[src/liu_status_pkg.sv]
// Shared constants, field positions and carrier types of the line status block
package liu_status_pkg;

    // Register indices; byte address is four times the index
    localparam logic [12:0] IDX_LIVE = 13'h1003;
    localparam logic [12:0] IDX_ENABLE = 13'h1004;
    localparam logic [12:0] IDX_LATCH = 13'h1005;
    localparam logic [12:0] IDX_LEVEL = 13'h1006;
    localparam logic [12:0] IDX_TERM = 13'h1007;
    localparam logic [12:0] IDX_RXCTL = 13'h1008;
    localparam logic [12:0] IDX_MODE = 13'h1009;

    // Field positions
    localparam int unsigned LIVE_JITTER_BIT = 7;
    localparam int unsigned LEVEL_LSB = 4;
    localparam int unsigned TERM_ON_BIT = 6;
    localparam int unsigned TERM_SEL_MSB = 2;
    localparam int unsigned RXCTL_CLKIN_BIT = 7;
    localparam int unsigned RXCTL_RATIO_BIT = 3;
    localparam int unsigned RXCTL_MON_BIT = 2;
    localparam int unsigned MODE_E1_BIT = 3;

    // Writable bits; the rest read as zero
    localparam logic [7:0] WMASK_TERM = 8'h47;
    localparam logic [7:0] WMASK_RXCTL = 8'h8f;
    localparam logic [7:0] WMASK_MODE = 8'h0f;

    // Reset values
    localparam logic [7:0] RST_ENABLE = 8'h00;
    localparam logic [7:0] RST_LATCH = 8'h00;
    localparam logic [7:0] RST_TERM = 8'h00;
    localparam logic [7:0] RST_RXCTL = 8'h00;
    localparam logic [7:0] RST_MODE = 8'h00;
    localparam logic [3:0] RST_LEVEL = 4'h0;

    // First build-out code of the CSU group
    localparam logic [2:0] LBO_CSU_FIRST = 3'h5;

    // Cable loss in tenths of a dB, monitor gain in dB
    localparam logic [8:0] LOSS_N0 = 9'h078; // 12.0
    localparam logic [8:0] LOSS_N1 = 9'h0c8; // 20.0
    localparam logic [8:0] LOSS_N2 = 9'h12c; // 30.0
    localparam logic [8:0] LOSS_N3_T1 = 9'h168; // 36.0
    localparam logic [8:0] LOSS_N3_E1 = 9'h1ae; // 43.0
    localparam logic [8:0] LOSS_M0 = 9'h12c; // 30.0
    localparam logic [8:0] LOSS_M1 = 9'h0e1; // 22.5
    localparam logic [8:0] LOSS_M2 = 9'h0af; // 17.5
    localparam logic [8:0] LOSS_M3 = 9'h078; // 12.0
    localparam logic [5:0] GAIN_M0 = 6'h0e; // 14
    localparam logic [5:0] GAIN_M1 = 6'h14; // 20
    localparam logic [5:0] GAIN_M2 = 6'h1a; // 26
    localparam logic [5:0] GAIN_M3 = 6'h20; // 32

    // Bus answers
    localparam logic [1:0] RESP_OKAY = 2'h0;
    localparam logic [1:0] RESP_SLVERR = 2'h2;

    // AXI4-Lite signals from the master
    typedef struct packed {
        logic awvalid;
        logic [15:0] awaddr;
        logic wvalid;
        logic [31:0] wdata;
        logic [3:0] wstrb;
        logic bready;
        logic arvalid;
        logic [15:0] araddr;
        logic rready;
    } axi_req_t;

    // AXI4-Lite signals back to the master
    typedef struct packed {
        logic awready;
        logic wready;
        logic bvalid;
        logic [1:0] bresp;
        logic arready;
        logic rvalid;
        logic [31:0] rdata;
        logic [1:0] rresp;
    } axi_rsp_t;

    // Live line conditions, same order as latch bits 3..0
    typedef struct packed {
        logic jitter;
        logic open;
        logic short;
        logic loss;
    } line_cond_t;

    // Decoded receive setup driven to the analog front end
    typedef struct packed {
        logic term_enable;
        logic term_ext_120;
        logic term_internal;
        logic [1:0] impedance_sel;
        logic ratio_2to1;
        logic clock_input_mode;
        logic clock_expect_e1;
        logic monitor_on;
        logic [5:0] monitor_gain_db;
        logic [8:0] max_loss_tenth_db;
    } rx_setup_t;

endpackage

[src/liu_status_and_receive_config.sv]
// Line status latch, interrupt gating and receive configuration behind AXI4-Lite
//
// Local design decision: the AXI4-Lite register port.
`timescale 1ns/100ps

////////////////////////////////////////////////////////////////////////////////
// Overview of operation
// - Mask bit zero blocks, one enables interrupt
// - Latched event bits hold; each can interrupt
// - Bit 7 set when jitter trip ends
// - Bits 6,5 set when open/short ends
// - Bit 4 set when signal loss ends
// - Bit 3 set when jitter trip starts
// - Bits 2,1 set when open/short starts
// - Open/short start events dropped in CSU build-outs
// - Bit 0 set when signal loss starts
// - Level bits 7:4 give live 2.5dB band
// - Reported band limited by equalizer gain cap
// - Bit 6 switches internal termination on
// - Three-bit select picks impedance and resistor
// - Bit 7 makes receiver expect line clock
// - Bit 3 picks 2:1 ratio, no internal match
// - Bit 2 enables monitor mode gain
// - Normal sensitivity codes give 12/20/30/36-43 dB
// - Monitor codes give 14-32 dB gain
// - Live loss status follows detector, feeds events
module liu_status_and_receive_config (
    input wire logic clk_i,
    input wire logic nrst_i,
    input wire liu_status_pkg::axi_req_t axi_i,
    output liu_status_pkg::axi_rsp_t axi_o,
    input wire liu_status_pkg::line_cond_t cond_i,
    input wire logic [3:0] level_band_i,
    input wire logic [3:0] gain_cap_band_i,
    output logic irq_o,
    output liu_status_pkg::rx_setup_t setup_o
);

    ////////////////////////////////////////////////////////////////////////////
    // State

    // Whole module state, registered as one word
    typedef struct packed {
        liu_status_pkg::axi_rsp_t rsp;
        logic aw_held; // Write address waiting for data
        logic [15:0] awaddr;
        logic w_held; // Write data waiting for address
        logic [7:0] wdata;
        logic wstrb0;
        logic [7:0] enable;
        logic [7:0] latch;
        logic [3:0] level;
        logic [7:0] term;
        logic [7:0] rxctl;
        logic [7:0] mode;
        liu_status_pkg::line_cond_t prev; // Last cycle's conditions
        logic irq;
        liu_status_pkg::rx_setup_t setup;
    } state_t;

    // Reset image: ready to take a request, all flags clear
    localparam state_t STATE_RST = '{
        rsp: '{awready: 1'b1, wready: 1'b1, bvalid: 1'b0, bresp: liu_status_pkg::RESP_OKAY,
               arready: 1'b1, rvalid: 1'b0, rdata: 32'h0000_0000,
               rresp: liu_status_pkg::RESP_OKAY},
        aw_held: 1'b0,
        awaddr: 16'h0000,
        w_held: 1'b0,
        wdata: 8'h00,
        wstrb0: 1'b0,
        enable: liu_status_pkg::RST_ENABLE,
        latch: liu_status_pkg::RST_LATCH,
        level: liu_status_pkg::RST_LEVEL,
        term: liu_status_pkg::RST_TERM,
        rxctl: liu_status_pkg::RST_RXCTL,
        mode: liu_status_pkg::RST_MODE,
        prev: 4'h0,
        irq: 1'b0,
        setup: '0
    };

    state_t s; // Current state
    state_t next_s; // Next state

    ////////////////////////////////////////////////////////////////////////////
    // Address decode

    // Word index of a byte address
    function automatic logic [12:0] reg_index(input logic [15:0] addr);
        reg_index = addr[14:2];
    endfunction

    // Aligned and inside the register group
    function automatic logic is_mapped(input logic [15:0] addr);
        is_mapped = (addr[1:0] == 2'h0) && !addr[15]
            && (reg_index(addr) >= liu_status_pkg::IDX_LIVE)
            && (reg_index(addr) <= liu_status_pkg::IDX_MODE);
    endfunction

    ////////////////////////////////////////////////////////////////////////////
    // Event detection

    logic csu_mode; // T1 CSU build-out selected
    logic wr_fire; // Write executes this cycle
    logic [7:0] set_ev; // Events arriving this cycle
    logic [7:0] clr_bits; // Bits software clears this cycle

    // The open and short detectors misbehave in CSU build-outs, so their start events are dropped
    assign csu_mode = !s.mode[liu_status_pkg::MODE_E1_BIT]
        && (s.mode[2:0] >= liu_status_pkg::LBO_CSU_FIRST);

    // Start of a condition: jitter and loss always, open and short outside CSU
    assign set_ev[3] = cond_i.jitter && !s.prev.jitter;
    assign set_ev[2] = cond_i.open && !s.prev.open && !csu_mode;
    assign set_ev[1] = cond_i.short && !s.prev.short && !csu_mode;
    assign set_ev[0] = cond_i.loss && !s.prev.loss;

    // End of a condition: seen before, gone now
    assign set_ev[7:4] = s.prev & ~cond_i;

    assign wr_fire = s.aw_held && s.w_held && !s.rsp.bvalid;

    // Write-one-to-clear on the latch, low byte lane only
    assign clr_bits = (wr_fire && s.wstrb0 && is_mapped(s.awaddr)
        && (reg_index(s.awaddr) == liu_status_pkg::IDX_LATCH)) ? s.wdata : 8'h00;

    ////////////////////////////////////////////////////////////////////////////
    // Next state

    // Bus slave, register file and setup decode
    always_comb
    begin
        next_s = s;
        // Set beats clear so an event in the clearing cycle survives
        next_s.latch = (s.latch & ~clr_bits) | set_ev;
        next_s.prev = cond_i;
        // Live band, capped by the equalizer gain limit
        next_s.level = (level_band_i > gain_cap_band_i) ? gain_cap_band_i
            : level_band_i;

        // Address and data taken independently, in either order
        if (s.rsp.awready && axi_i.awvalid)
        begin
            next_s.aw_held = 1'b1;
            next_s.awaddr = axi_i.awaddr;
        end
        if (s.rsp.wready && axi_i.wvalid)
        begin
            next_s.w_held = 1'b1;
            next_s.wdata = axi_i.wdata[7:0];
            next_s.wstrb0 = axi_i.wstrb[0];
        end

        // Both halves present: commit and answer
        if (wr_fire)
        begin
            next_s.aw_held = 1'b0;
            next_s.w_held = 1'b0;
            next_s.rsp.bvalid = 1'b1;
            next_s.rsp.bresp = is_mapped(s.awaddr) ? liu_status_pkg::RESP_OKAY
                : liu_status_pkg::RESP_SLVERR;
            if (s.wstrb0 && is_mapped(s.awaddr))
            begin
                case (reg_index(s.awaddr))
                    liu_status_pkg::IDX_ENABLE: next_s.enable = s.wdata;
                    liu_status_pkg::IDX_TERM: next_s.term = s.wdata & liu_status_pkg::WMASK_TERM;
                    liu_status_pkg::IDX_RXCTL:
                        next_s.rxctl = s.wdata & liu_status_pkg::WMASK_RXCTL;
                    liu_status_pkg::IDX_MODE: next_s.mode = s.wdata & liu_status_pkg::WMASK_MODE;
                    // Latch handled above; read-only ones ignore writes
                    default: next_s.mode = s.mode;
                endcase
            end
        end
        else if (s.rsp.bvalid && axi_i.bready)
        begin
            next_s.rsp.bvalid = 1'b0;
        end
        // No new write half until the answer is gone
        next_s.rsp.awready = !next_s.aw_held && !next_s.rsp.bvalid;
        next_s.rsp.wready = !next_s.w_held && !next_s.rsp.bvalid;

        // Read: one outstanding, data captured at the address handshake
        if (s.rsp.arready && axi_i.arvalid)
        begin
            next_s.rsp.rvalid = 1'b1;
            next_s.rsp.rdata = 32'h0000_0000;
            next_s.rsp.rresp = is_mapped(axi_i.araddr) ? liu_status_pkg::RESP_OKAY
                : liu_status_pkg::RESP_SLVERR;
            if (is_mapped(axi_i.araddr))
            begin
                case (reg_index(axi_i.araddr))
                    liu_status_pkg::IDX_LIVE:
                    begin
                        next_s.rsp.rdata[3:0] = {1'b0, cond_i.short, cond_i.open, cond_i.loss};
                        next_s.rsp.rdata[liu_status_pkg::LIVE_JITTER_BIT] = cond_i.jitter;
                    end
                    liu_status_pkg::IDX_ENABLE: next_s.rsp.rdata[7:0] = s.enable;
                    liu_status_pkg::IDX_LATCH: next_s.rsp.rdata[7:0] = s.latch;
                    liu_status_pkg::IDX_LEVEL:
                        next_s.rsp.rdata[liu_status_pkg::LEVEL_LSB +: 4] = s.level;
                    liu_status_pkg::IDX_TERM: next_s.rsp.rdata[7:0] = s.term;
                    liu_status_pkg::IDX_RXCTL: next_s.rsp.rdata[7:0] = s.rxctl;
                    default: next_s.rsp.rdata[7:0] = s.mode;
                endcase
            end
        end
        else if (s.rsp.rvalid && axi_i.rready)
        begin
            next_s.rsp.rvalid = 1'b0;
        end
        next_s.rsp.arready = !next_s.rsp.rvalid;

        // Termination: 2:1 ratio has no internal match, so it forces it off
        next_s.setup.ratio_2to1 = next_s.rxctl[liu_status_pkg::RXCTL_RATIO_BIT];
        next_s.setup.term_enable = next_s.term[liu_status_pkg::TERM_ON_BIT]
            && !next_s.setup.ratio_2to1;
        next_s.setup.term_internal = next_s.setup.term_enable
            && next_s.term[liu_status_pkg::TERM_SEL_MSB];
        next_s.setup.term_ext_120 = next_s.setup.term_enable
            && !next_s.term[liu_status_pkg::TERM_SEL_MSB];
        next_s.setup.impedance_sel = next_s.term[1:0];

        // Clock input mode expects the rate of the selected line standard
        next_s.setup.clock_input_mode = next_s.rxctl[liu_status_pkg::RXCTL_CLKIN_BIT];
        next_s.setup.clock_expect_e1 = next_s.mode[liu_status_pkg::MODE_E1_BIT];

        // Sensitivity and monitor gain
        next_s.setup.monitor_on = next_s.rxctl[liu_status_pkg::RXCTL_MON_BIT];
        if (next_s.setup.monitor_on)
        begin
            case (next_s.rxctl[1:0])
                2'h0:
                begin
                    next_s.setup.monitor_gain_db = liu_status_pkg::GAIN_M0;
                    next_s.setup.max_loss_tenth_db = liu_status_pkg::LOSS_M0;
                end
                2'h1:
                begin
                    next_s.setup.monitor_gain_db = liu_status_pkg::GAIN_M1;
                    next_s.setup.max_loss_tenth_db = liu_status_pkg::LOSS_M1;
                end
                2'h2:
                begin
                    next_s.setup.monitor_gain_db = liu_status_pkg::GAIN_M2;
                    next_s.setup.max_loss_tenth_db = liu_status_pkg::LOSS_M2;
                end
                default:
                begin
                    next_s.setup.monitor_gain_db = liu_status_pkg::GAIN_M3;
                    next_s.setup.max_loss_tenth_db = liu_status_pkg::LOSS_M3;
                end
            endcase
        end
        else
        begin
            next_s.setup.monitor_gain_db = 6'h00;
            case (next_s.rxctl[1:0])
                2'h0: next_s.setup.max_loss_tenth_db = liu_status_pkg::LOSS_N0;
                2'h1: next_s.setup.max_loss_tenth_db = liu_status_pkg::LOSS_N1;
                2'h2: next_s.setup.max_loss_tenth_db = liu_status_pkg::LOSS_N2;
                default: next_s.setup.max_loss_tenth_db = next_s.setup.clock_expect_e1
                    ? liu_status_pkg::LOSS_N3_E1 : liu_status_pkg::LOSS_N3_T1;
            endcase
        end

        // Interrupt: any set event whose mask bit is one
        next_s.irq = |(next_s.latch & next_s.enable);
    end

    // State register, synchronous reset
    always_ff @(posedge clk_i)
    begin
        if (!nrst_i)
        begin
            s <= STATE_RST;
        end
        else
        begin
            s <= next_s;
        end
    end

    assign axi_o = s.rsp;
    assign irq_o = s.irq;
    assign setup_o = s.setup;

    logic [7:0] keep_bits; // Bits that must survive the edge
    assign keep_bits = s.latch & ~clr_bits;
endmodule

[config.mk]
export PLATFORM = sky130hd
export DESIGN_NAME = liu_status_and_receive_config
export DESIGN_NICKNAME = d
export VERILOG_FILES = /design/src/liu_status_pkg.sv /design/src/liu_status_and_receive_config.sv
export SDC_FILE = /design/constraint.sdc
export NUM_CORES = 1
export LEC_CHECK = 0
export CAP_MARGIN = 20
export CORE_MARGIN = 10
export CORE_UTILIZATION = 38
export DETAILED_ROUTE_END_ITERATION = 12
export DONT_BUFFER_PORTS = 1
export GPL_TIMING_DRIVEN = 0
export PLACE_DENSITY = 0.56
export SETUP_SLACK_MARGIN = 0.05
export SLEW_MARGIN = 20
export SYNTH_ARGS = -nofsm -noshare
export SYNTH_HDL_FRONTEND = slang
export SYNTH_SLANG_ARGS = --single-unit
[constraint.sdc]
create_clock -name clk_i -period 5.74 [get_ports clk_i]
set_input_delay 0.574 -clock clk_i [delete_from_list [all_inputs] [get_ports clk_i]]
set_output_delay 0.574 -clock clk_i [all_outputs]
set_load 0.02 [all_outputs]
==> results by group, run 1 <==
Clocking
  – Max clock buf depth: 2
  – H-tree Lvls: 3
  – CTS root buf: clkbuf_16
  – Hold_buf cts: 0
  – CTS tree: done
  – Cts repair resizes: 0
  – CTS Sinks: between 90 and 100
  – Reg clk slew, reported paths: roughly 70 ps
  – CTS buffer count: 9
  – Post-CTS setup buffers: 0
  – Clock latency on the worst-skew pair: around 350 ps

Routing
  – Per-cell routed wire length: 16.3 um
  – Final WL: between 10000 and 15000 um
  – Drt drc: 0
  – Post-DRT Antenna Nets: 0
  – Drt first pass iters: 5
  – Via/cell ratio: roughly 5
  – DR vias: approximately 3600
  – DRT iter0 DRCs: ~250

Synthesis
  – Synthesized area: 4630 um^2
  – Avg Cell Area, Syn: 8.61 um^2
  – Synth cell types: around 60
  – Area leader, netlist: dfxtp_1
  – Synth Instances: 537
  – Ranking of synthesized cells by area: dfxtp_1 (41%), buf_4 (11%), nand2_1 (5.8%)
  – Asr flop ratio synth: 0
  – Yosys warnings: 0
  – Synth Register Bits: 95
  – Area share of the largest cell type after synthesis: 0.411
  – Ys flop type: dfxtp_1
  – Post-synth EDFFs: 0
  – Sequential fraction of the synthesis area: 0.411

Timing
  – Rel. slew slack: 0.579
  – Setup TNS: 0 ps
  – Tcrit/Tclk final: 0.463
  – Final Max Slew Viols: 0
  – Layout Skew: about 7.3 ps
  – Max Freq: around 0.38 GHz
  – Setup violations, final: 0
  – Min cycle time layout: around 2700 ps
  – RSZ-0062 raised after global routing: false
  – Worst slew pin tran: 632 ps
  – Final hold vios: 0

Layout
  – Synthesis-to-layout area growth: 11.8%
  – Fin util: 0.433
  – Final net count: 670
  – Multi-input gate area: roughly 2200 um^2
  – Sequential cell area: roughly 1900 um^2
  – Filler Cell Count: roughly 1200
  – Final instance area: approximately 5200 um^2
  – Share of post-route cells with drive strength above 1: 0.185
  – Diodes inserted: 0

GRT
  – Largest net degree at the start of global routing: 16
  – Initial antenna violation count: 0
  – Gr ovfl total: 0
  – GRT Overall Usage: 0.137
  – Vias in the first global route: between 3000 and 4000
  – First-pass GRT wire length: between 15000 and 20000 um

Worst hold path
  – WHS Path Cells: 1
  – Hold_sp: cond_i[2]
  – Hold WC Path Type: input port to register
  – Hold endpoint: s[27]$_SDFF_PN0_

Worst setup path
  – Worst Reg-to-Reg Cells: 6
  – Cell Chain, Critical Path: nor4b_1, nand4_1, nor2_2, mux2_2, a2111oi_0, a31oi_1
  – CP Max Fanout: 7
  – CP max-delay cell: a2111oi_0
  – Worst Path Required: approximately 5900 ps
  – Critical path depth: 6
  – CP bufs+invs: 0
  – Crit Path Class: register to register
  – Setup slack, reg-to-reg: approximately 3100 ps
  – Worst r2r src: s[85]$_SDFFE_PN0P_
  – Max stage delay on crit path: 520 ps
  – Family with the most delay on the worst path: simple AND/OR/NAND/NOR gates
  – R2R Path End: irq_o$_SDFF_PN0_
  – Setup crit end kind: register
  – Arrival time at the worst endpoint: between 2000 and 3000 ps
  – Startpoint Class: register

Placed design
  – Placed Area: 4910 um^2
  – DP Wirelength: about 9500 um
  – Routability cong.: just under 0.9
  – IO Port Bufs: 0

Die
  – Rows: 40
  – Initial core utilization: 0.387
  – Die width: 130 um
  – Die H: ~130 um
  – Io pins: ~150
  – Die area: between 15000 and 20000 um^2
  – Core Box Area: 12000 um^2

Power and ir drop
  – VDD IR max: approximately 0.00015 V
  – Leak pwr: about 2.2 nW
  – Pwr/cell area: roughly 270 nW/um^2

Run
  – Max-capacitance violation count: 0

Outcome
  – Outcome: complete, no violations
layout by cell type, fill, tap and decap left out, types with 3 or more instances in the layout:
cell type,instances
nor4_1,3
conb_1,27
and2_1,17
ha_1,9
o21a_1,3
nor3_1,3
clkinv_2,3
clkinvlp_4,3
nand3_1,10
clkbuf_1,12
clkbuf_16,9
a211oi_1,4
nand2_1,71
buf_4,66
o31ai_1,8
nor2b_1,3
a22oi_1,15
dfxtp_1,95
a211o_1,3
nand4_1,4
nor2_1,39
buf_2,3
buf_1,4
mux2i_1,18
a21o_1,4
o21ai_0,18
a21oi_1,52
mux2_2,6
inv_1,25
and3_1,3
cell type report:
class | count | share of cell area
multi-input combinational | 358 | 0.417
tap | 147 | 0.0356
sequential | 95 | 0.368
clock inverter | 6 | 0.00726
inverter | 26 | 0.0189
clock buffer | 10 | 0.0443
buffer | 84 | 0.110
metrics by stage:
| step | total power, mW | std cells | hold slack, ps | worst slack (ps) |
|---|---|---|---|---|
| finish | 1.41 | 726 | 350 | 3080 |
| global route | 1.47 | 726 | 342 | 2920 |
| CTS | 1.43 | 726 | 334 | 3050 |
| global placement | 0.879 | 710 | 439 | 3150 |
| detailed placement | 0.882 | 710 | 451 | 3060 |
| floorplan | 0.849 | 563 | 431 | 3440 |
worst max path at each step:
stage                        from                    end
3_3_place_gp   s[86]$_SDFFE_PN0P_  setup_o[6]$_SDFF_PN0_
4_1_cts        s[85]$_SDFFE_PN0P_       irq_o$_SDFF_PN0_
5_1_grt        s[85]$_SDFFE_PN0P_       irq_o$_SDFF_PN0_
2_1_floorplan  s[86]$_SDFFE_PN0P_  setup_o[1]$_SDFF_PN0_
3_5_place_dp   s[85]$_SDFFE_PN0P_       irq_o$_SDFF_PN0_
6_report       s[85]$_SDFFE_PN0P_       irq_o$_SDFF_PN0_
worst register-to-register path, delay by kind of cell, from the launching register on:
family | cells | cell delay, ps
simple gates | 3 | 1070
compound gates | 2 | 670
mux | 1 | 390
flops | 1 | 370
power by group:
part           leakage [nW]  switching [mW]  internal (mW)
registers             0.777          0.0230          0.687
logic                  1.28          0.0959         0.0611
clock network         0.124           0.247          0.291
total                  2.18           0.366           1.04
routing by layer:
metal  part of all wire  track usage  vias up  wire length, um
met5                  0            0        -                0
met4              0.016       0.0615        0              194
met3              0.092       0.0462       13             1090
met2               0.45        0.216      104             5300
met1               0.44        0.165     1676             5270
li1                   -            -     1834                -
cells by family (layout without fill, tap and decap cells):
kind of cell,Yosys count,after routing,synth area share
and+or+nand+nor,181,181,0.207
AOI/OAI and AO/OA,114,114,0.148
buffers and inverters,110,126,0.144
DFF,95,95,0.411
muxes,27,27,0.0646
adders and majority gates,9,9,0.0243
other,1,27,0.000811
Yosys cell counts (all sizes together) (4+ instances only):
| cell type | number |
|---|---|
| o31ai | 8 |
| ha | 9 |
| a21o | 4 |
| o21ai | 19 |
| nand4 | 5 |
| clkbuf | 11 |
| a211oi | 4 |
| nor3 | 5 |
| nor2 | 40 |
| nand2 | 71 |
| inv | 26 |
| buf | 73 |
| a21oi | 52 |
| nor4 | 7 |
| mux2i | 19 |
| mux2 | 7 |
| nand3 | 12 |
| a22oi | 15 |
| dfxtp | 95 |
| and2 | 19 |
registers in the layout (all words and copies together) (netlist names):
register,cells
irq_o,1
s,63
setup_o,16
axi_o,15
Note: power is estimated with default switching activity, not from simulation.
==> inputs of run 2 (changes only) <==
--- a/config.mk
+++ b/config.mk
@@ -5,13 +5,14 @@
 export SDC_FILE = /design/constraint.sdc
 export NUM_CORES = 1
 export LEC_CHECK = 0
+export ABC_AREA = 1
 export CAP_MARGIN = 20
 export CORE_MARGIN = 10
 export CORE_UTILIZATION = 38
 export DETAILED_ROUTE_END_ITERATION = 12
 export DONT_BUFFER_PORTS = 1
 export GPL_TIMING_DRIVEN = 0
-export PLACE_DENSITY = 0.56
+export PLACE_DENSITY = 0.58
 export SETUP_SLACK_MARGIN = 0.05
 export SLEW_MARGIN = 20
 export SYNTH_ARGS = -nofsm -noshare
==> constraint.sdc (replaced) <==
create_clock -name clk_i -period 2.3 [get_ports clk_i]
set_input_delay 0.23 -clock clk_i [delete_from_list [all_inputs] [get_ports clk_i]]
set_output_delay 0.23 -clock clk_i [all_outputs]
set_load 0.02 [all_outputs]
==> run 2 against run 1 <==
  * Area after synthesis grew 3.8%
  * Sequential power increased to 2.5 times the previous value
  * Critical path depth up 8
  * Design area is 11% higher
  * Sequential share of layout area fell by 3.5 points
  * Power increased to 2.8 times the previous value
  * Hold slack got worse by 310 ps
==> results by group, run 2 <==
GRT
  – Vias in the first global route: 4129 (was 3523)
  – First-pass GRT wire length: 21300 um (was 17900 um)
  – Initial antenna violation count: 0 (unchanged)
  – Gr ovfl total: 0 (unchanged)
  – Largest net degree at the start of global routing: 18 (was 16)
  – GRT Overall Usage: 0.148 (was 0.137)

Synthesis
  – Synth Register Bits: 95 (unchanged)
  – Ranking of synthesized cells by area: dfxtp_1 (40%), buf_4 (10%), nand2_1 (9.9%) (was dfxtp_1 (41%), buf_4 (11%), nand2_1 (5.8%))
  – Synth top cells by count: nand2_1 (127), dfxtp_1 (95), nor2_1 (80) (was dfxtp_1 (95), nand2_1 (71), buf_4 (66))
  – Count leader, synth: nand2_1 (was dfxtp_1)
  – Area leader, netlist: dfxtp_1 (unchanged)
  – Synthesized area: 4800 um^2 (was 4630 um^2)
  – Post-synth EDFFs: 0 (unchanged)
  – Sequential fraction of the synthesis area: 0.396 (was 0.411)
  – Area share of the largest cell type after synthesis: 0.396 (was 0.411)
  – Asr flop ratio synth: 0 (unchanged)
  – Synth Instances: 677 (was 537)
  – Yosys warnings: 0 (unchanged)
  – Ys flop type: dfxtp_1 (unchanged)
  – Synth cell types: 36 (was 59)
  – Avg Cell Area, Syn: 7.10 um^2 (was 8.61 um^2)

Routing
  – Via/cell ratio: 4.75 (was 5.00)
  – Per-cell routed wire length: 14.6 um (was 16.3 um)
  – Final WL: 13200 um (was 11900 um)
  – DRT iter0 DRCs: 265 (was 253)
  – DR vias: 4287 (was 3627)
  – Drt first pass iters: 5 (unchanged)
  – Post-DRT Antenna Nets: 0 (unchanged)
  – Drt drc: 0 (unchanged)

Timing
  – Tcrit/Tclk final: 0.944 (was 0.463)
  – Worst Setup Slack, final: 130 ps (was 3080 ps)
  – Setup violations, final: 0 (unchanged)
  – Min cycle time layout: 2170 ps (was 2660 ps)
  – Worst slew pin tran: 639 ps (was 632 ps)
  – Final hold vios: 0 (unchanged)
  – Final Max Slew Viols: 0 (unchanged)
  – Layout Skew: 9.46 ps (was 7.32 ps)
  – Rel. slew slack: 0.574 (was 0.579)
  – RSZ-0062 raised after global routing: true (was false)
  – Max Freq: 0.461 GHz (was 0.377 GHz)

Worst setup path
  – R2R Path End: setup_o[6]$_SDFF_PN0_ (was irq_o$_SDFF_PN0_)
  – Worst r2r src: s[90]$_SDFFE_PN0P_ (was s[85]$_SDFFE_PN0P_)
  – Startpoint Class: register (unchanged)
  – Arrival time at the worst endpoint: 2410 ps (was 2860 ps)
  – Crit Path Class: register to register (unchanged)
  – Worst Path Required: 2540 ps (was 5940 ps)
  – Worst Reg-to-Reg Cells: 14 (was 6)
  – CP Max Fanout: 4 (was 7)
  – Setup slack, reg-to-reg: 130 ps (was 3080 ps)
  – Setup crit end kind: register (unchanged)

Die
  – Die area: 17500 um^2 (was 17000 um^2)
  – Io pins: 153 (unchanged)
  – Initial core utilization: 0.384 (was 0.387)
  – Die width: 132 um (was 130 um)
  – Core Box Area: 12500 um^2 (was 12000 um^2)
  – Rows: 41 (was 40)
  – Die H: 132 um (was 130 um)

Layout
  – Final instance area: 5720 um^2 (was 5170 um^2)
  – Highest-count cells in the layout ignoring fill and taps: nand2_1 (123), dfxtp_1 (92), buf_4 (72) (was dfxtp_1 (95), nand2_1 (71), buf_4 (66))
  – Filler Cell Count: 1297 (was 1210)
  – Most common cell after layout, fill and taps aside: nand2_1 (was dfxtp_1)
  – Synthesis-to-layout area growth: 19.1% (was 11.8%)
  – Sequential cell area: 1910 um^2 (was 1900 um^2)
  – Share of post-route cells with drive strength above 1: 0.195 (was 0.185)
  – Diodes inserted: 0 (unchanged)
  – Largest reg by FF count: s (unchanged)
  – Max reg flops: 63 (unchanged)
  – Fin util: 0.457 (was 0.433)
  – Multi-input gate area: 2310 um^2 (was 2160 um^2)
  – Final net count: 821 (was 670)

Clocking
  – CTS root buf: clkbuf_16 (unchanged)
  – Reg clk slew, reported paths: 70 ps (about the same)
  – H-tree Lvls: 3 (unchanged)
  – CTS tree: done (unchanged)
  – Max clock buf depth: 2 (unchanged)
  – CTS Sinks: 95 (unchanged)
  – Clock latency on the worst-skew pair: 350 ps (about the same)
  – CTS buffer count: 9 (unchanged)

Placed design
  – Placed Area: 5120 um^2 (was 4910 um^2)
  – Routability cong.: 0.887 (was 0.870)
  – DP Wirelength: 10300 um (was 9470 um)
  – IO Port Bufs: 0 (unchanged)
  – Pre-CTS setup slack: -379 ps (was 3060 ps)

Worst hold path
  – Hold WC Path Type: input port to register (unchanged)
  – WHS Path Cells: 1 (unchanged)
  – Hold endpoint: axi_o[38]$_SDFF_PN0_ (was s[27]$_SDFF_PN0_)
  – Hold_sp: axi_i[18] (was cond_i[2])

Power and ir drop
  – VDD IR max: 0.000363 V (was 0.000149 V)
  – Gate power share: 0.122 (was 0.112)
  – Switching pwr: 1.06 mW (was 0.366 mW)
  – Net Sw Frac: 0.268 (was 0.260)
  – Clk pwr share: 0.426 (was 0.383)
  – Seq pwr share: 0.452 (was 0.505)
  – Leak pwr: 2.55 nW (was 2.18 nW)
  – Pwr/cell area: 690 nW/um^2 (was 272 nW/um^2)
  – Power Internal: 2.89 mW (was 1.04 mW)

Run
  – Max-capacitance violation count: 0 (unchanged)

Outcome
  – Outcome: complete, no violations (unchanged)
[run 2: cell count changes in the layout (fill, tap and decap cells not counted), sizes merged, moves of 16 or more]
cell / change
inv: +55
nor2: +45
o21ai: +40
nand4: +20
nand2: +58
mux2i: -19
nand3: +17
and2: -16
[run 2: power by group through the flow]
| stage | Clock (mW) | Combinational [mW] | Sequential [mW] |
|---|---|---|---|
| final | 1.68 | 0.480 | 1.78 |
| after global routing | 1.78 | 0.543 | 1.79 |
| after CTS | 1.71 | 0.451 | 1.78 |
| after detailed placement | 0 | 0.436 | 1.82 |
| after global placement | 0 | 0.427 | 1.81 |
| after floorplan | 0 | 0.358 | 1.80 |
[run 2: worst max path at each step]
stage	start	to	slack (ps)
finish	s[90]$_SDFFE_PN0P_	setup_o[6]$_SDFF_PN0_	130
detailed placement	s[90]$_SDFFE_PN0P_	setup_o[6]$_SDFF_PN0_	-380
global placement	s[90]$_SDFFE_PN0P_	setup_o[6]$_SDFF_PN0_	-310
global route	s[96]$_SDFFE_PN0P_	irq_o$_SDFF_PN0_	7
floorplan	s[90]$_SDFFE_PN0P_	setup_o[6]$_SDFF_PN0_	70
CTS	s[93]$_SDFFE_PN0P_	setup_o[7]$_SDFF_PN0_	30
[run 2: through the flow]
| step | hold slack [ps] | TNS [ps] | std cells | power, mW |
|---|---|---|---|---|
| after floorplan | 323 | 0 | 703 | 2.16 |
| after global placement | 325 | -1630 | 875 | 2.24 |
| after detailed placement | 329 | -2220 | 875 | 2.25 |
| after CTS | 39.0 | 0 | 898 | 3.94 |
| after global routing | 60.2 | 0 | 902 | 4.12 |
| final | 44.6 | 0 | 902 | 3.95 |
[run 2: metal layers]
layer,track usage,up-vias,share of wire
li1,-,2204,-
met1,0.193,1947,0.46
met2,0.230,125,0.46
met3,0.0428,11,0.064
met4,0.0446,0,0.013
met5,0,-,0
[run 2: repair_timing]
item	in CTS	in global routing
pin swaps	3	8
hold buffers	4	0
setup endpoints to repair	11	13
hold endpoints to repair	4	0
buffers inserted	3	4
resized for setup	19	33
[run 2: area by class of cell]
type / instances / share of cell area
plain buffers: 80 / 0.0962
repair buffers: 11 / 0.0168
clock buffers: 10 / 0.0418
flip-flops and latches: 95 / 0.333
multi-input cells: 448 / 0.403
inverters: 80 / 0.0542
clock inverters: 6 / 0.0173
well taps: 172 / 0.0376
[run 2: critical path, stage by stage (launching register included)]
cell,delay (ps)
dfxtp_2,340
nor2_4,130
nand2_2,80
nor2_4,160
nand3_2,100
nor2_4,100
nand2_2,80
nor4_4,170
inv_1,110
o21a_4,240
ha_2,200
o21ai_2,160
nand2_1,70
nand2_1,80
o21ai_2,50
[run 2: logic make-up (layout without fill, tap and decap cells)]
group                      after synthesis  after routing  synth area share
DFF                                     95             95             0.396
and+or+nand+nor                        284            284             0.260
adders and majority gates                9              9            0.0234
buffers and inverters                  160            187             0.178
other                                    1             27          0.000781
AOI/OAI and AO/OA                      128            128             0.142
==> inputs of run 3 (changes only) <==
==> constraint.sdc (replaced) <==
create_clock -name clk_i -period 2.3 [get_ports clk_i]
set_input_delay 0.46 -clock clk_i [delete_from_list [all_inputs] [get_ports clk_i]]
set_output_delay 0.46 -clock clk_i [all_outputs]
set_load 0.02 [all_outputs]
==> run 3 against run 2 <==
  * Worst setup slack better by 6.8 ps
  * Register-to-register slack about the same
  * Sequential power about the same
==> results by group, run 3 (synthesis results as in run 2) <==
Layout
  – Diodes inserted: 0 (unchanged)
  – Synthesis-to-layout area growth: 18.3% (was 19.1%)
  – Highest-count cells in the layout ignoring fill and taps: nand2_1 (123), dfxtp_1 (92), buf_4 (72) (unchanged)
  – Max reg flops: 63 (unchanged)
  – Final net count: 817 (was 821)
  – Final std cells w/o fill: 898 (was 902)
  – Most common cell after layout, fill and taps aside: nand2_1 (unchanged)
  – Share of post-route cells with drive strength above 1: 0.196 (was 0.195)
  – Largest reg by FF count: s (unchanged)
  – Fin util: 0.454 (was 0.457)

Worst setup path
  – R2R Path End: setup_o[6]$_SDFF_PN0_ (unchanged)
  – Family with the most delay on the worst path: simple AND/OR/NAND/NOR gates (unchanged)
  – Worst Reg-to-Reg Cells: 14 (unchanged)
  – Setup crit end kind: register (unchanged)
  – Max stage delay on crit path: 340 ps (about the same)
  – Most common cell on crit path: nor2_4 (unchanged)
  – Worst r2r src: s[90]$_SDFFE_PN0P_ (unchanged)
  – Startpoint Class: register (unchanged)
  – CP max-delay cell: dfxtp_2 (unchanged)
  – Setup slack, reg-to-reg: 140 ps (was 130 ps)
  – Arrival time at the worst endpoint: 2400 ps (was 2410 ps)
  – Critical path depth: 14 (unchanged)
  – CP Max Fanout: 4 (unchanged)
  – Worst Path Required: 2540 ps (about the same)
  – Worst Setup EP: setup_o[6]$_SDFF_PN0_ (unchanged)
  – Crit Path Class: register to register (unchanged)
  – Launch point of the worst path: s[90]$_SDFFE_PN0P_ (unchanged)
  – Cell Chain, Critical Path: nor2_4, nand2_2, nor2_4, nand3_2, nor2_4, nand2_2, nor4_4, inv_1, o21a_4, ha_2, o21ai_2, nand2_1, nand2_1, o21ai_2 (unchanged)
  – CP bufs+invs: 1 (unchanged)

Power and ir drop
  – Tot Pwr: 3.93 mW (was 3.95 mW)
  – Pwr/cell area: 692 nW/um^2 (was 690 nW/um^2)
  – Leak pwr: 2.54 nW (was 2.55 nW)
  – VDD IR max: 0.000363 V (about the same)

Worst hold path
  – Hold WC Path Type: input port to register (unchanged)

GRT
  – Vias in the first global route: 4089 (was 4129)
  – Largest net degree at the start of global routing: 18 (unchanged)
  – Busiest grt layer: met2 (unchanged)
  – Initial antenna violation count: 0 (unchanged)
  – Gr ovfl total: 0 (unchanged)
  – GRT Overall Usage: 0.146 (was 0.148)
  – First-pass GRT wire length: 21100 um (was 21300 um)
  – GR Util met2: 0.226 (was 0.230)
  – Met1 Usage GRT: 0.192 (was 0.193)
  – GR Layer Usage met3: 0.0435 (was 0.0428)

Die
  – Die H: 132 um (unchanged)
  – Rows: 41 (unchanged)
  – Io pins: 153 (unchanged)
  – Die width: 132 um (unchanged)
  – Initial core utilization: 0.384 (unchanged)
  – Die area: 17500 um^2 (unchanged)
  – Core Box Area: 12500 um^2 (unchanged)

Placed design
  – Routability cong.: 0.887 (unchanged)
  – Pre-CTS setup slack: -379 ps (unchanged)
  – Placed Cells: 875 (unchanged)
  – DP Wirelength: 10300 um (unchanged)
  – IO Port Bufs: 0 (unchanged)

Timing
  – Final hold vios: 0 (unchanged)
  – Setup violations, final: 0 (unchanged)
  – Min cycle time layout: 2160 ps (was 2170 ps)
  – Max Freq: 0.462 GHz (was 0.461 GHz)
  – Layout Skew: 10.3 ps (was 9.46 ps)
  – RSZ-0062 raised after global routing: true (unchanged)
  – Rel. slew slack: 0.570 (was 0.574)
  – Tcrit/Tclk final: 0.941 (was 0.944)
  – Worst slew pin tran: 644 ps (was 639 ps)
  – Setup TNS: 0 ps (unchanged)
  – Worst Setup Slack, final: 136 ps (was 130 ps)
  – Final Max Slew Viols: 0 (unchanged)

Clocking
  – CTS buffer count: 9 (unchanged)
  – Clock latency on the worst-skew pair: 350 ps (about the same)
  – Max clock buf depth: 2 (unchanged)
  – CTS Sinks: 95 (unchanged)
  – H-tree Lvls: 3 (unchanged)
  – CTS tree: done (unchanged)
  – Reg clk slew, reported paths: 70 ps (about the same)
  – CTS root buf: clkbuf_16 (unchanged)

Routing
  – Post-DRT Antenna Nets: 0 (unchanged)
  – Final WL: 13000 um (was 13200 um)
  – DR vias: 4261 (was 4287)
  – Per-cell routed wire length: 14.5 um (was 14.6 um)
  – DRT iter0 DRCs: 246 (was 265)
  – Via/cell ratio: 4.74 (was 4.75)
  – Drt drc: 0 (unchanged)
  – Drt first pass iters: 4 (was 5)

Outcome
  – Outcome: complete, no violations (unchanged)

Run
  – Max-capacitance violation count: 0 (unchanged)
## run 3: changes by cell type in the layout (fill, tap and decap cells not counted), sizes merged
cell,change
dlygate4sd3,-4
## run 3: worst min path at each step
| stage | cells after the start | to | start |
|---|---|---|---|
| 2_1_floorplan | 2 | s[73]$_SDFFE_PN0P_ | s[73]$_SDFFE_PN0P_ |
| 3_3_place_gp | 2 | s[73]$_SDFFE_PN0P_ | s[73]$_SDFFE_PN0P_ |
| 3_5_place_dp | 2 | s[73]$_SDFFE_PN0P_ | s[73]$_SDFFE_PN0P_ |
| 4_1_cts | 2 | s[25]$_SDFF_PN0_ | cond_i[0] |
| 5_1_grt | 2 | s[27]$_SDFF_PN0_ | cond_i[2] |
| 6_report | 2 | s[25]$_SDFF_PN0_ | cond_i[0] |
## run 3: cell type report
cell class              count  area (um^2)
flip-flops and latches     95         1910
inverters                  80          310
fillers                  1296         6830
repair buffers              7         56.3
well taps                 172          215
plain buffers              80          551
multi-input cells         448         2310
clock inverters             6         98.8
clock buffers              10          239
## run 3: what timing repair did
action	in CTS	in global routing
gates resized for setup	19	33
hold buffers	0	0
endpoints found under the setup margin	11	13
pin swaps	3	8
buffers inserted	3	4
## run 3: per-stage QoR
stage          hold slack [ps]  cell area (um^2)
4_1_cts                    201              5540
3_5_place_dp               444              5120
6_report                   211              5680
2_1_floorplan              430              4900
3_3_place_gp               442              5120
5_1_grt                    204              5680
## run 3: report_power, final
part	switching, mW	internal [mW]
clock	0.675	1.00
sequential	0.0560	1.73
combinational	0.320	0.153
## run 3: layer usage
metal,routed length [um],vias up,part of all wire
li1,-,2196,-
met1,6050,1934,0.46
met2,5950,122,0.46
met3,878,9,0.067
met4,152,0,0.012
met5,0,-,0
